File: config.mk
export PLATFORM = sky130hd
export DESIGN_NAME = rct_reset_cause
export DESIGN_NICKNAME = d
export VERILOG_FILES = /design/src/rct_pkg.sv /design/src/rct_seq_if.sv /design/src/rct_startup_timer.sv /design/src/rct_reset_cause.sv
export VERILOG_INCLUDE_DIRS = /design/src
export SDC_FILE = /design/constraint.sdc
export NUM_CORES = 1
export LEC_CHECK = 0
export ABC_AREA = 1
export BUFFER_PORTS_ARGS = -buffer_cell sky130_fd_sc_hd__buf_2
export CAP_MARGIN = 10
export CELL_PAD_IN_SITES_DETAIL_PLACEMENT = 1
export CELL_PAD_IN_SITES_GLOBAL_PLACEMENT = 1
export CORE_MARGIN = 2
export CORE_UTILIZATION = 40
export DETAILED_ROUTE_END_ITERATION = 16
export GPL_ROUTABILITY_DRIVEN = 0
export GPL_TIMING_DRIVEN = 0
export PLACE_DENSITY_LB_ADDON = 0.1
export SLEW_MARGIN = 40
export SYNTH_ARGS = -nofsm -noshare
export SYNTH_HDL_FRONTEND = slang
export SYNTH_SLANG_ARGS = --single-unit
File: constraint.sdc
create_clock -name clock -period 2.6 [get_ports clock]
set_clock_uncertainty 0.2 [all_clocks]
set_input_delay 0 -clock clock [delete_from_list [all_inputs] [get_ports clock]]
set_output_delay 0 -clock clock [all_outputs]
set_load 0.005 [all_outputs]
File: src/rct_map.svh
/*
 * Address map, field positions, reset values and timing counts of the
 * reset-cause block. Assumes a 40 MHz core clock and APB with 32-bit data.
 */
`ifndef RCT_MAP_SVH
`define RCT_MAP_SVH

// ==========================================================================
// register indices (byte address is four times the index)
`define RCT_ADDR_W        12
`define RCT_IDX_CSF       8'h03
`define RCT_IDX_RCF       8'h8E
`define RCT_IDX_CFG       8'hA0
`define RCT_IDX_STAT      8'hA1
`define RCT_IDX_IRQ_STAT  8'hA2
`define RCT_IDX_IRQ_MASK  8'hA3

// ==========================================================================
// reset_cause_flags fields
`define RCT_RCF_BOR       0
`define RCT_RCF_POR       1
`define RCT_RCF_SOFTWARE_BROWNOUT_ENABLE    4
`define RCT_RCF_ULTRA_LOW_POWER_WAKE_ENABLE    5
`define RCT_RCF_WMASK     8'h33
`define RCT_RCF_RST       8'h10

// cpu_state_flags fields
`define RCT_CSF_PD        3
`define RCT_CSF_TO        4
`define RCT_CSF_WMASK     8'hE7
`define RCT_CSF_BANKMASK  8'hE0
`define RCT_CSF_RST       8'h18

// configuration fields
`define RCT_CFG_MODE_LO   0
`define RCT_CFG_PWRTDIS   2
`define RCT_CFG_CRYSTAL   3
`define RCT_CFG_RST       8'h00

// interrupt status bits
`define RCT_IRQ_W         7
`define RCT_IRQ_POR       0
`define RCT_IRQ_BOR       1
`define RCT_IRQ_WDTRST    2
`define RCT_IRQ_WDTWAKE   3
`define RCT_IRQ_EXTRST    4
`define RCT_IRQ_INTWAKE   5
`define RCT_IRQ_DONE      6

// ==========================================================================
// timing
`define RCT_CLK_HZ        40000000
`define RCT_LFOSC_HZ      31000
`define RCT_PWRT_TIME_MS  64
`define RCT_OST_PERIODS   1024
`define RCT_LF_DIV        ((`RCT_CLK_HZ + `RCT_LFOSC_HZ - 1) / `RCT_LFOSC_HZ)
`define RCT_PWRT_TICKS    ((`RCT_PWRT_TIME_MS * `RCT_LFOSC_HZ) / 1000)

`endif

File: src/rct_pkg.sv
/*
 * Types of the reset-cause block.
 * Assumes rct_map.svh is on the include path.
 */
`include "rct_map.svh"

package rct_pkg;

  // ========================================================================
  // start-up hold sequencer states
  typedef enum logic [1:0] {SEQ_IDLE, SEQ_PWRT, SEQ_OST} rct_seq_state_t;

  // one decoded cause per cycle; after CAUSE_NONE, highest priority first
  typedef enum logic [2:0] {
    CAUSE_NONE, CAUSE_POR, CAUSE_BOR, CAUSE_WDT_RESET,
    CAUSE_WDT_WAKE, CAUSE_EXT_RUN, CAUSE_EXT_SLEEP, CAUSE_INT_WAKE
  } rct_cause_t;

  typedef logic [`RCT_IRQ_W-1:0] rct_irq_vec_t;

endpackage : rct_pkg

File: src/rct_seq_if.sv
/*
 * Link between the flag logic and the start-up hold timer.
 * Assumes both ends run on the same clock.
 */
`timescale 1ns/10ps

interface rct_seq_if;
  logic start;
  logic usePwrt;
  logic useOst;
  logic busy;
  logic done;

  modport ctrl  (output start, output usePwrt, output useOst, input busy, input done);
  modport timer (input start, input usePwrt, input useOst, output busy, output done);
endinterface : rct_seq_if

File: src/rct_startup_timer.sv
/*
 * Start-up hold timer: power-up period on a divided low-rate tick,
 * then oscillator start-up cycles. Assumes one core clock.
 */
`timescale 1ns/10ps
`include "rct_map.svh"

module rct_startup_timer
  import rct_pkg::*;
#(
  parameter int DIV_CYCLES = `RCT_LF_DIV,
  parameter int PWRT_TICKS = `RCT_PWRT_TICKS,
  parameter int OST_CYCLES = `RCT_OST_PERIODS
) (
  input  wire logic clock,
  input  wire logic rst_n,
  rct_seq_if.timer  seq
);

  localparam int DW = $clog2(DIV_CYCLES + 1);
  localparam int CW = $clog2(((PWRT_TICKS > OST_CYCLES) ? PWRT_TICKS : OST_CYCLES) + 1);
  localparam logic [DW-1:0] DIV_LAST  = DW'(DIV_CYCLES - 1);
  localparam logic [CW-1:0] PWRT_LAST = CW'(PWRT_TICKS - 1);
  localparam logic [CW-1:0] OST_LAST  = CW'(OST_CYCLES - 1);

  rct_seq_state_t  state_q, state_d;
  logic [DW-1:0]   div_q, div_d;
  logic [CW-1:0]   cnt_q, cnt_d;
  logic            ost_q, ost_d;
  logic            done_q, done_d;
  logic            tick;

  // ========================================================================
  // divider: one enable pulse per low-rate oscillator period
  assign tick = (div_q == DIV_LAST);

  // next state; a new start restarts the whole hold, even mid-count
  always_comb begin
    state_d = state_q;
    div_d   = div_q;
    cnt_d   = cnt_q;
    ost_d   = ost_q;
    done_d  = 1'b0;
    if (seq.start) begin
      div_d = '0;
      cnt_d = '0;
      ost_d = seq.useOst;
      if (seq.usePwrt) begin
        state_d = SEQ_PWRT;
      end else if (seq.useOst) begin
        state_d = SEQ_OST;
      end else begin
        state_d = SEQ_IDLE;
      end
    end else begin
      unique case (state_q)
        SEQ_IDLE: begin
        end
        SEQ_PWRT: begin
          div_d = tick ? '0 : div_q + 1'b1;
          if (tick) begin
            if (cnt_q == PWRT_LAST) begin
              cnt_d = '0;
              if (ost_q) begin
                state_d = SEQ_OST;
              end else begin
                state_d = SEQ_IDLE;
                done_d  = 1'b1;
              end
            end else begin
              cnt_d = cnt_q + 1'b1;
            end
          end
        end
        SEQ_OST: begin
          if (cnt_q == OST_LAST) begin
            state_d = SEQ_IDLE;
            done_d  = 1'b1;
          end else begin
            cnt_d = cnt_q + 1'b1;
          end
        end
        default: begin
          state_d = SEQ_IDLE;
        end
      endcase
    end
  end

  // registers
  always_ff @(posedge clock or negedge rst_n) begin
    if (!rst_n) begin
      state_q <= SEQ_IDLE;
      div_q   <= '0;
      cnt_q   <= '0;
      ost_q   <= 1'b0;
      done_q  <= 1'b0;
    end else begin
      state_q <= state_d;
      div_q   <= div_d;
      cnt_q   <= cnt_d;
      ost_q   <= ost_d;
      done_q  <= done_d;
    end
  end

  assign seq.busy = (state_q != SEQ_IDLE);
  assign seq.done = done_q;

endmodule : rct_startup_timer

File: src/rct_reset_cause.sv
/*
 * Reset-cause flags, start-up hold control and APB register slave.
 * Assumes reset and wake events arrive as one-cycle pulses from logic on
 * the same clock, and that the core obeys coreHold and resumeAtNextPc.
 */
// Implementation choice: the APB register port.
`timescale 1ns/10ps
`include "rct_map.svh"

// Notes on behaviour
// - reset_cause_flags register at index 8Eh
// - brownout flag cleared by brown-out reset
// - brownout flag meaningless when detection disabled
// - power-on flag cleared only by power-on; here software can also write it through RCT_RCF_WMASK
// - hold length depends on oscillator and timer
// - flags set per documented reset cause
// - reset values 01qq and 0uuu
// - wake keeps registers, resumes at next PC
// - mode 01 lets software switch brown-out
// - power-up timer holds 64 ms at 31 kHz
module rct_reset_cause
  import rct_pkg::*;
#(
  parameter int LF_DIV     = `RCT_LF_DIV,
  parameter int PWRT_TICKS = `RCT_PWRT_TICKS,
  parameter int OST_CYCLES = `RCT_OST_PERIODS
) (
  input  wire logic                   clock,
  input  wire logic                   rst_n,
  input  wire logic                   psel,
  input  wire logic                   penable,
  input  wire logic                   pwrite,
  input  wire logic [`RCT_ADDR_W-1:0] paddr,
  input  wire logic [31:0]            pwdata,
  output logic      [31:0]            prdata,
  output logic                        pready,
  output logic                        pslverr,
  input  wire logic                   porEvent,
  input  wire logic                   borEvent,
  input  wire logic                   wdtEvent,
  input  wire logic                   extResetEvent,
  input  wire logic                   intWakeEvent,
  input  wire logic                   sleepActive,
  output logic                        coreHold,
  output logic                        resumeAtNextPc,
  output logic                        borDetectEnable,
  output logic                        irq
);

  // ========================================================================
  // address decode helper
  function automatic logic regHit(input logic [`RCT_ADDR_W-1:0] addr,
                                  input logic [7:0]             idx);
    regHit = (addr == {2'b00, idx, 2'b00});
  endfunction : regHit

  // ========================================================================
  // state
  logic [7:0]    rcf_q, rcf_d;       // reset_cause_flags
  logic [7:0]    csf_q, csf_d;       // cpu_state_flags
  logic [7:0]    cfg_q, cfg_d;
  rct_irq_vec_t  ist_q, ist_d;
  rct_irq_vec_t  imask_q, imask_d;
  logic          irq_q, irq_d;
  logic          hold_q, hold_d;
  logic          resume_q, resume_d;
  logic          brownout_mode_field_q, brownout_mode_field_d;
  logic [31:0]   prdata_q, prdata_d;
  logic          pready_q, pready_d;
  logic          pslverr_q, pslverr_d;

  logic          setupPhase;
  logic          wrDone;
  logic          mapped;
  rct_cause_t    cause;
  logic          resetType;
  logic          wakeType;
  logic [1:0]    borMode;
  logic [31:0]   rdMux;
  rct_irq_vec_t  events;

  rct_seq_if seq ();

  rct_startup_timer #(
    .DIV_CYCLES (LF_DIV),
    .PWRT_TICKS (PWRT_TICKS),
    .OST_CYCLES (OST_CYCLES)
  ) u_timer (
    .clock (clock),
    .rst_n (rst_n),
    .seq   (seq.timer)
  );

  // ========================================================================
  // APB slave: answer is prepared in the setup cycle, so the access phase
  // always completes in its first cycle; writes land at that edge only
  assign setupPhase = psel & ~penable;
  assign wrDone     = psel & penable & pready_q & pwrite & ~pslverr_q;
  assign mapped     = regHit(paddr, `RCT_IDX_CSF) | regHit(paddr, `RCT_IDX_RCF)
                    | regHit(paddr, `RCT_IDX_CFG) | regHit(paddr, `RCT_IDX_STAT)
                    | regHit(paddr, `RCT_IDX_IRQ_STAT) | regHit(paddr, `RCT_IDX_IRQ_MASK);

  // read mux; narrow registers sit in the low bits, upper bits read zero
  always_comb begin
    rdMux = 32'h0000_0000;
    if (regHit(paddr, `RCT_IDX_CSF)) begin
      rdMux[7:0] = csf_q;
    end else if (regHit(paddr, `RCT_IDX_RCF)) begin
      rdMux[7:0] = rcf_q;
    end else if (regHit(paddr, `RCT_IDX_CFG)) begin
      rdMux[7:0] = cfg_q;
    end else if (regHit(paddr, `RCT_IDX_STAT)) begin
      rdMux[3:0] = {seq.busy, brownout_mode_field_q, resume_q, hold_q};
    end else if (regHit(paddr, `RCT_IDX_IRQ_STAT)) begin
      rdMux[`RCT_IRQ_W-1:0] = ist_q;
    end else if (regHit(paddr, `RCT_IDX_IRQ_MASK)) begin
      rdMux[`RCT_IRQ_W-1:0] = imask_q;
    end
  end

  // bus answer registers
  always_comb begin
    pready_d  = setupPhase;
    pslverr_d = setupPhase & ~mapped;
    prdata_d  = prdata_q;
    if (setupPhase) begin
      prdata_d = (pwrite | ~mapped) ? 32'h0000_0000 : rdMux;
    end
  end

  always_ff @(posedge clock or negedge rst_n) begin
    if (!rst_n) begin
      pready_q  <= 1'b0;
      pslverr_q <= 1'b0;
      prdata_q  <= 32'h0000_0000;
    end else begin
      pready_q  <= pready_d;
      pslverr_q <= pslverr_d;
      prdata_q  <= prdata_d;
    end
  end

  // ========================================================================
  // cause decode: one cause per cycle, power-on first; a brown-out pulse
  // is only believed while detection is enabled
  assign borMode = cfg_q[`RCT_CFG_MODE_LO +: 2];

  always_comb begin
    if (porEvent) begin
      cause = CAUSE_POR;
    end else if (borEvent & brownout_mode_field_q) begin
      cause = CAUSE_BOR;
    end else if (wdtEvent) begin
      cause = sleepActive ? CAUSE_WDT_WAKE : CAUSE_WDT_RESET;
    end else if (extResetEvent) begin
      cause = sleepActive ? CAUSE_EXT_SLEEP : CAUSE_EXT_RUN;
    end else if (intWakeEvent & sleepActive) begin
      cause = CAUSE_INT_WAKE;
    end else begin
      cause = CAUSE_NONE;
    end
  end

  assign wakeType  = (cause == CAUSE_WDT_WAKE) | (cause == CAUSE_INT_WAKE);
  assign resetType = (cause != CAUSE_NONE) & ~wakeType;

  // start-up hold request: power-up timer only on power-on or brown-out
  assign seq.start   = (cause == CAUSE_POR) | (cause == CAUSE_BOR) | wakeType;
  assign seq.usePwrt = ~wakeType & ~cfg_q[`RCT_CFG_PWRTDIS];
  assign seq.useOst  = cfg_q[`RCT_CFG_CRYSTAL];

  // ========================================================================
  // flags: software writes first, then the hardware cause overrides, so an
  // event in the same cycle as a write always wins
  always_comb begin
    rcf_d = rcf_q;
    csf_d = csf_q;
    cfg_d = cfg_q;
    if (wrDone && regHit(paddr, `RCT_IDX_RCF)) begin
      rcf_d = (rcf_q & ~`RCT_RCF_WMASK) | (pwdata[7:0] & `RCT_RCF_WMASK);
    end
    if (wrDone && regHit(paddr, `RCT_IDX_CSF)) begin
      csf_d = (csf_q & ~`RCT_CSF_WMASK) | (pwdata[7:0] & `RCT_CSF_WMASK);
    end
    if (wrDone && regHit(paddr, `RCT_IDX_CFG)) begin
      cfg_d = {4'h0, pwdata[3:0]};
    end
    unique case (cause)
      CAUSE_POR: begin
        rcf_d[`RCT_RCF_POR]    = 1'b0;
        rcf_d[`RCT_RCF_ULTRA_LOW_POWER_WAKE_ENABLE] = 1'b0;
        rcf_d[`RCT_RCF_SOFTWARE_BROWNOUT_ENABLE] = 1'b1;
        csf_d[`RCT_CSF_TO]     = 1'b1;
        csf_d[`RCT_CSF_PD]     = 1'b1;
        csf_d                  = csf_d & ~`RCT_CSF_BANKMASK;
      end
      CAUSE_BOR: begin
        rcf_d[`RCT_RCF_BOR]    = 1'b0;
        rcf_d[`RCT_RCF_ULTRA_LOW_POWER_WAKE_ENABLE] = 1'b0;
        rcf_d[`RCT_RCF_SOFTWARE_BROWNOUT_ENABLE] = 1'b1;
        csf_d[`RCT_CSF_TO]     = 1'b1;
        csf_d[`RCT_CSF_PD]     = 1'b1;
        csf_d                  = csf_d & ~`RCT_CSF_BANKMASK;
      end
      CAUSE_WDT_RESET: begin
        csf_d[`RCT_CSF_TO]     = 1'b0;
        rcf_d[`RCT_RCF_ULTRA_LOW_POWER_WAKE_ENABLE] = 1'b0;
        csf_d                  = csf_d & ~`RCT_CSF_BANKMASK;
      end
      CAUSE_WDT_WAKE: begin
        csf_d[`RCT_CSF_TO]     = 1'b0;
        csf_d[`RCT_CSF_PD]     = 1'b0;
      end
      CAUSE_EXT_SLEEP: begin
        csf_d[`RCT_CSF_TO]     = 1'b1;
        csf_d[`RCT_CSF_PD]     = 1'b0;
        rcf_d[`RCT_RCF_ULTRA_LOW_POWER_WAKE_ENABLE] = 1'b0;
        csf_d                  = csf_d & ~`RCT_CSF_BANKMASK;
      end
      CAUSE_EXT_RUN: begin
        rcf_d[`RCT_RCF_ULTRA_LOW_POWER_WAKE_ENABLE] = 1'b0;
        csf_d                  = csf_d & ~`RCT_CSF_BANKMASK;
      end
      CAUSE_INT_WAKE: begin
        csf_d[`RCT_CSF_TO]     = 1'b1;
        csf_d[`RCT_CSF_PD]     = 1'b0;
      end
      CAUSE_NONE: begin
      end
    endcase
  end

  // ========================================================================
  // core control: hold while any reset is seen or the timer runs; a wake
  // resumes at the next instruction, any reset goes to the vector
  always_comb begin
    hold_d   = resetType | seq.start | seq.busy;
    resume_d = resume_q;
    if (wakeType) begin
      resume_d = 1'b1;
    end else if (resetType) begin
      resume_d = 1'b0;
    end
    unique case (borMode)
      2'b00:   brownout_mode_field_d = 1'b0;
      2'b01:   brownout_mode_field_d = rcf_d[`RCT_RCF_SOFTWARE_BROWNOUT_ENABLE];
      2'b10:   brownout_mode_field_d = ~sleepActive;
      2'b11:   brownout_mode_field_d = 1'b1;
    endcase
  end

  // ========================================================================
  // interrupts: sticky causes, write one to clear, set beats clear
  always_comb begin
    events                   = '0;
    events[`RCT_IRQ_POR]     = (cause == CAUSE_POR);
    events[`RCT_IRQ_BOR]     = (cause == CAUSE_BOR);
    events[`RCT_IRQ_WDTRST]  = (cause == CAUSE_WDT_RESET);
    events[`RCT_IRQ_WDTWAKE] = (cause == CAUSE_WDT_WAKE);
    events[`RCT_IRQ_EXTRST]  = (cause == CAUSE_EXT_RUN) | (cause == CAUSE_EXT_SLEEP);
    events[`RCT_IRQ_INTWAKE] = (cause == CAUSE_INT_WAKE);
    events[`RCT_IRQ_DONE]    = seq.done;
    ist_d   = ist_q;
    imask_d = imask_q;
    if (wrDone && regHit(paddr, `RCT_IDX_IRQ_STAT)) begin
      ist_d = ist_q & ~pwdata[`RCT_IRQ_W-1:0];
    end
    if (wrDone && regHit(paddr, `RCT_IDX_IRQ_MASK)) begin
      imask_d = pwdata[`RCT_IRQ_W-1:0];
    end
    ist_d = ist_d | events;
    irq_d = |(ist_d & imask_d);
  end

  // ========================================================================
  // state registers; async reset acts as a power-on image of the flags
  always_ff @(posedge clock or negedge rst_n) begin
    if (!rst_n) begin
      rcf_q    <= `RCT_RCF_RST;
      csf_q    <= `RCT_CSF_RST;
      cfg_q    <= `RCT_CFG_RST;
      ist_q    <= '0;
      imask_q  <= '0;
      irq_q    <= 1'b0;
      hold_q   <= 1'b1;
      resume_q <= 1'b0;
      brownout_mode_field_q  <= 1'b0;
    end else begin
      rcf_q    <= rcf_d;
      csf_q    <= csf_d;
      cfg_q    <= cfg_d;
      ist_q    <= ist_d;
      imask_q  <= imask_d;
      irq_q    <= irq_d;
      hold_q   <= hold_d;
      resume_q <= resume_d;
      brownout_mode_field_q  <= brownout_mode_field_d;
    end
  end

  // every output straight from a flop
  assign prdata          = prdata_q;
  assign pready          = pready_q;
  assign pslverr         = pslverr_q;
  assign coreHold        = hold_q;
  assign resumeAtNextPc  = resume_q;
  assign borDetectEnable = brownout_mode_field_q;
  assign irq             = irq_q;

endmodule : rct_reset_cause

==> impl_metrics.yaml <==
finish:
  layoutNonFillerInstCount: 845
  fin_area_um2: 5360
  fin_util_pct: 50.1
  area_delta_synth_final_pct: 23.3
  antenna_cells: 0
  fin_nets: 761
  drive_gt1_share_pct: 17.0
logic_synthesis:
  yosys.area_share.simple_pct: 35.1
  synth_xor_area_share_pct: 2.62
  synth_top_area_cell: "dfrtp_1"
  synthTopCellsByArea: "dfrtp_1 38%, nand2_1 15%, inv_1 6.0%, nor2_1 5.9%, nand3_1 4.5%"
  syn_inst: 590
  avgSynthCellArea_um2: 7.37
  async_flop_share_pct: 100
  synth_warnings: 0
  synth_top_family_by_area: "simple AND/OR/NAND/NOR gates"
  synth_cell_type_count: 42
  synth_compound_area_share_pct: 8.41
  synthMuxAreaShare_pct: 0
  synth-main-ff-cell: "dfrtp_1"
  yosys_register_bits: 70
  yosysSeqAreaShare_pct: 40.4
  yosys.area.top_type_share_pct: 38.0
  synth_adder_area_share_pct: 1.73
  synth_edf_count: 0
  synth_area_um2: 4350
critical_path:
  worst-endpoint-required_ns: 2.69
  critPathMaxFanout: 7
  critPathCaptureType: "register"
  critical_path.cell_chain: "dlygate4sd3_1 > buf_2 > inv_1 > nand3_4 > nor3_4 > nand2_1 > a211oi_1 > dlygate4sd3_1"
  crit_path_frequent_cell: "dlygate4sd3_1"
  worstSetupPathType: "primary input to register"
  slowest_stage: "dlygate4sd3_1"
  startpoint_type: "primary input"
  arrival_ns: 2.56
  reg2regPathDepth: 7
  slowest_delay_ns: 0.58
global_route:
  grt.overflow.total: 0
  grt_pass1_vias: 4280
  grt_max_degree: 46
  grtUsageTotal_pct: 23.4
  antenna_found_initial: 0
  grt_pass1_wl_um: 21000
place:
  place_ws_ns: 0.253
  hpwl_um: 9580
  port_buffers: 44
  placed_area_um2: 4860
  post-place-cells: 798
sta:
  hold_violations: 0
  finalMaxSlewViolations: 0
  fmax_ghz: 0.405
  period_share_pct: 95.1
  hold_ws_ns: 0.0198
  setup_tns_ns: 0
  tightest_slew_ns: 0.532
  slew-limit-headroom_pct: 64.5
  setup_ws_ns: 0.129
  rsz0062_at_grt: "no"
  setup_viol: 0
  period_minus_slack_ns: 2.47
drt:
  antenna_left: 0
  viasPerCell: 5.05
  vias: 4265
  drtIter0Drc: 169
  drc: 0
  wirelength_um: 13000
  drt-pass1-iter-count: 4
  wl_per_cell_um: 15.4
pwr:
  vdd_drop_max_v: 0.000204
  leakagePower_nw: 2.67
  totalPowerFinal_mw: 2.41
  powerDensity_nw_per_um2: 451
floorplan:
  die_area_um2: 11700
  io_pins: 93
  die_y_um: 108
  core_area_um2: 10700
  rows: 38
  start_util_pct: 40.6
  die_w_um: 108
clocking:
  cts_made_buffers: 9
  h-tree-depth: 3
  cts_tree: "yes"
  worstSkewPairLatency_ns: 0.35
  clkSlewWorstSetupHoldPaths_ns: 0.07
  ctsLongestPathBuffers: 2
  clkSinkCount: 70
  cts_root_buffer: "clkbuf_8"
status:
  status: "finished clean"
job:
  cap_viol_max_count: 0
min_path:
  hold_depth: 5
  min-delay-path-class: "primary input to register"
[cell usage in the layout, fill, tap and decap left out, types with 4 or more instances in the layout]
master / Yosys / routed
a21oi_1: 5 / 5
buf_2: 3 / 47
buf_4: 25 / 25
clkbuf_1: 3 / 4
clkbuf_8: 0 / 9
conb_1: 1 / 24
dfrtp_1: 66 / 66
dfstp_2: 4 / 4
dlygate4sd3_1: 0 / 30
ha_1: 6 / 6
inv_1: 70 / 70
nand2_1: 169 / 169
nand2_2: 5 / 5
nand3_1: 39 / 39
nand3b_1: 5 / 5
nand4_1: 23 / 23
nor2_1: 68 / 66
nor2_2: 6 / 8
nor3_1: 8 / 8
o211ai_1: 5 / 5
o21ai_0: 24 / 24
o22ai_1: 10 / 10
xor2_1: 10 / 10
[registers in the layout, indices dropped and copies added (netlist names), 2 cells and up]
register and flops:
csf_q 8, ist_q 7, prdata 8, imask_q 7
rcf_q 4, u_timer.div_q 11, u_timer.state_q 2, cfg_q 4
u_timer.cnt_q 11
[power breakdown]
group	internal (mW)	total (mW)	switching, mW
sequential	1.13	1.16	0.0357
clock	0.439	0.851	0.412
combinational	0.159	0.399	0.240
total	1.73	2.41	0.688
[area by class of cell]
class | instances | area, um^2
fillers | 1372 | 5340
multi-input cells | 438 | 2170
flip-flops and latches | 70 | 1760
repair buffers | 76 | 559
inverters | 72 | 270
plain buffers | 33 | 238
well taps | 140 | 175
clock buffers | 11 | 131
clock inverters | 5 | 52.6
[Yosys cell counts, types with 2 or more instances]
cell and number:
buf_2 3, nand2_1 169, buf_6 2, clkbuf_1 3, o22ai_1 10, xor2_1 10
nor2_2 6, inv_1 70, o211ai_1 5, ha_1 6, nor3_1 8, o21bai_1 3
nand3_1 39, o21ai_1 2, nor2_1 68, nand3_2 3, nor2_4 2, nand2_2 5
nand3b_1 5, nand4_1 23, a211oi_1 3, nor4_1 2, o2111ai_1 3, xnor2_1 3
buf_4 25, dfrtp_1 66, a21oi_1 5, dfstp_2 4, o21ai_0 24
[routing by layer]
layer	track usage (%)	up-vias	routed length (um)
met1	32.2	2070	6230
met5	0	-	0
met3	3.07	24	449
li1	-	2081	-
met4	9.34	0	316
met2	37.4	90	6050
[worst paths after layout]
check	startpoint	endpoint	slack, ns
min reg2reg	csf_q[3]	csf_q[3]	0.28
max	paddr[2]	rcf_q[1]	0.13
min	paddr[3]	imask_q[6]	0.02
max reg2reg	pslverr	imask_q[4]	0.31
max in group asynchronous	rst_n	resumeAtNextPc	1.12
min in group asynchronous	rst_n	csf_q[4]	0.55
[cells by family (layout without fill, tap and decap cells)]
| family | count (synthesis) | after routing |
|---|---|---|
| AND/OR/NAND/NOR | 335 | 335 |
| buffers and inverters | 105 | 197 |
| flip-flops | 70 | 70 |
| AO/OA/AOI/OAI | 60 | 60 |
| XOR/XNOR | 13 | 13 |
| adder cells (fa/ha/maj) | 6 | 6 |
| other | 1 | 24 |
[worst max-delay path, delay by kind of cell]
kind / cells / cell delay, ns
AO/OA/AOI/OAI: 1 / 0.29
buffers and inverters: 4 / 1.44
AND/OR/NAND/NOR: 3 / 0.83
[what timing repair did]
action                                 in CTS  in global routing
setup endpoints to repair                   0                  9
gates resized for setup                     0                  5
endpoints found under the hold margin     111                  0
hold buffers                               31                  0
buffers inserted                            0                  0
Power figures use the tool's default switching activity.
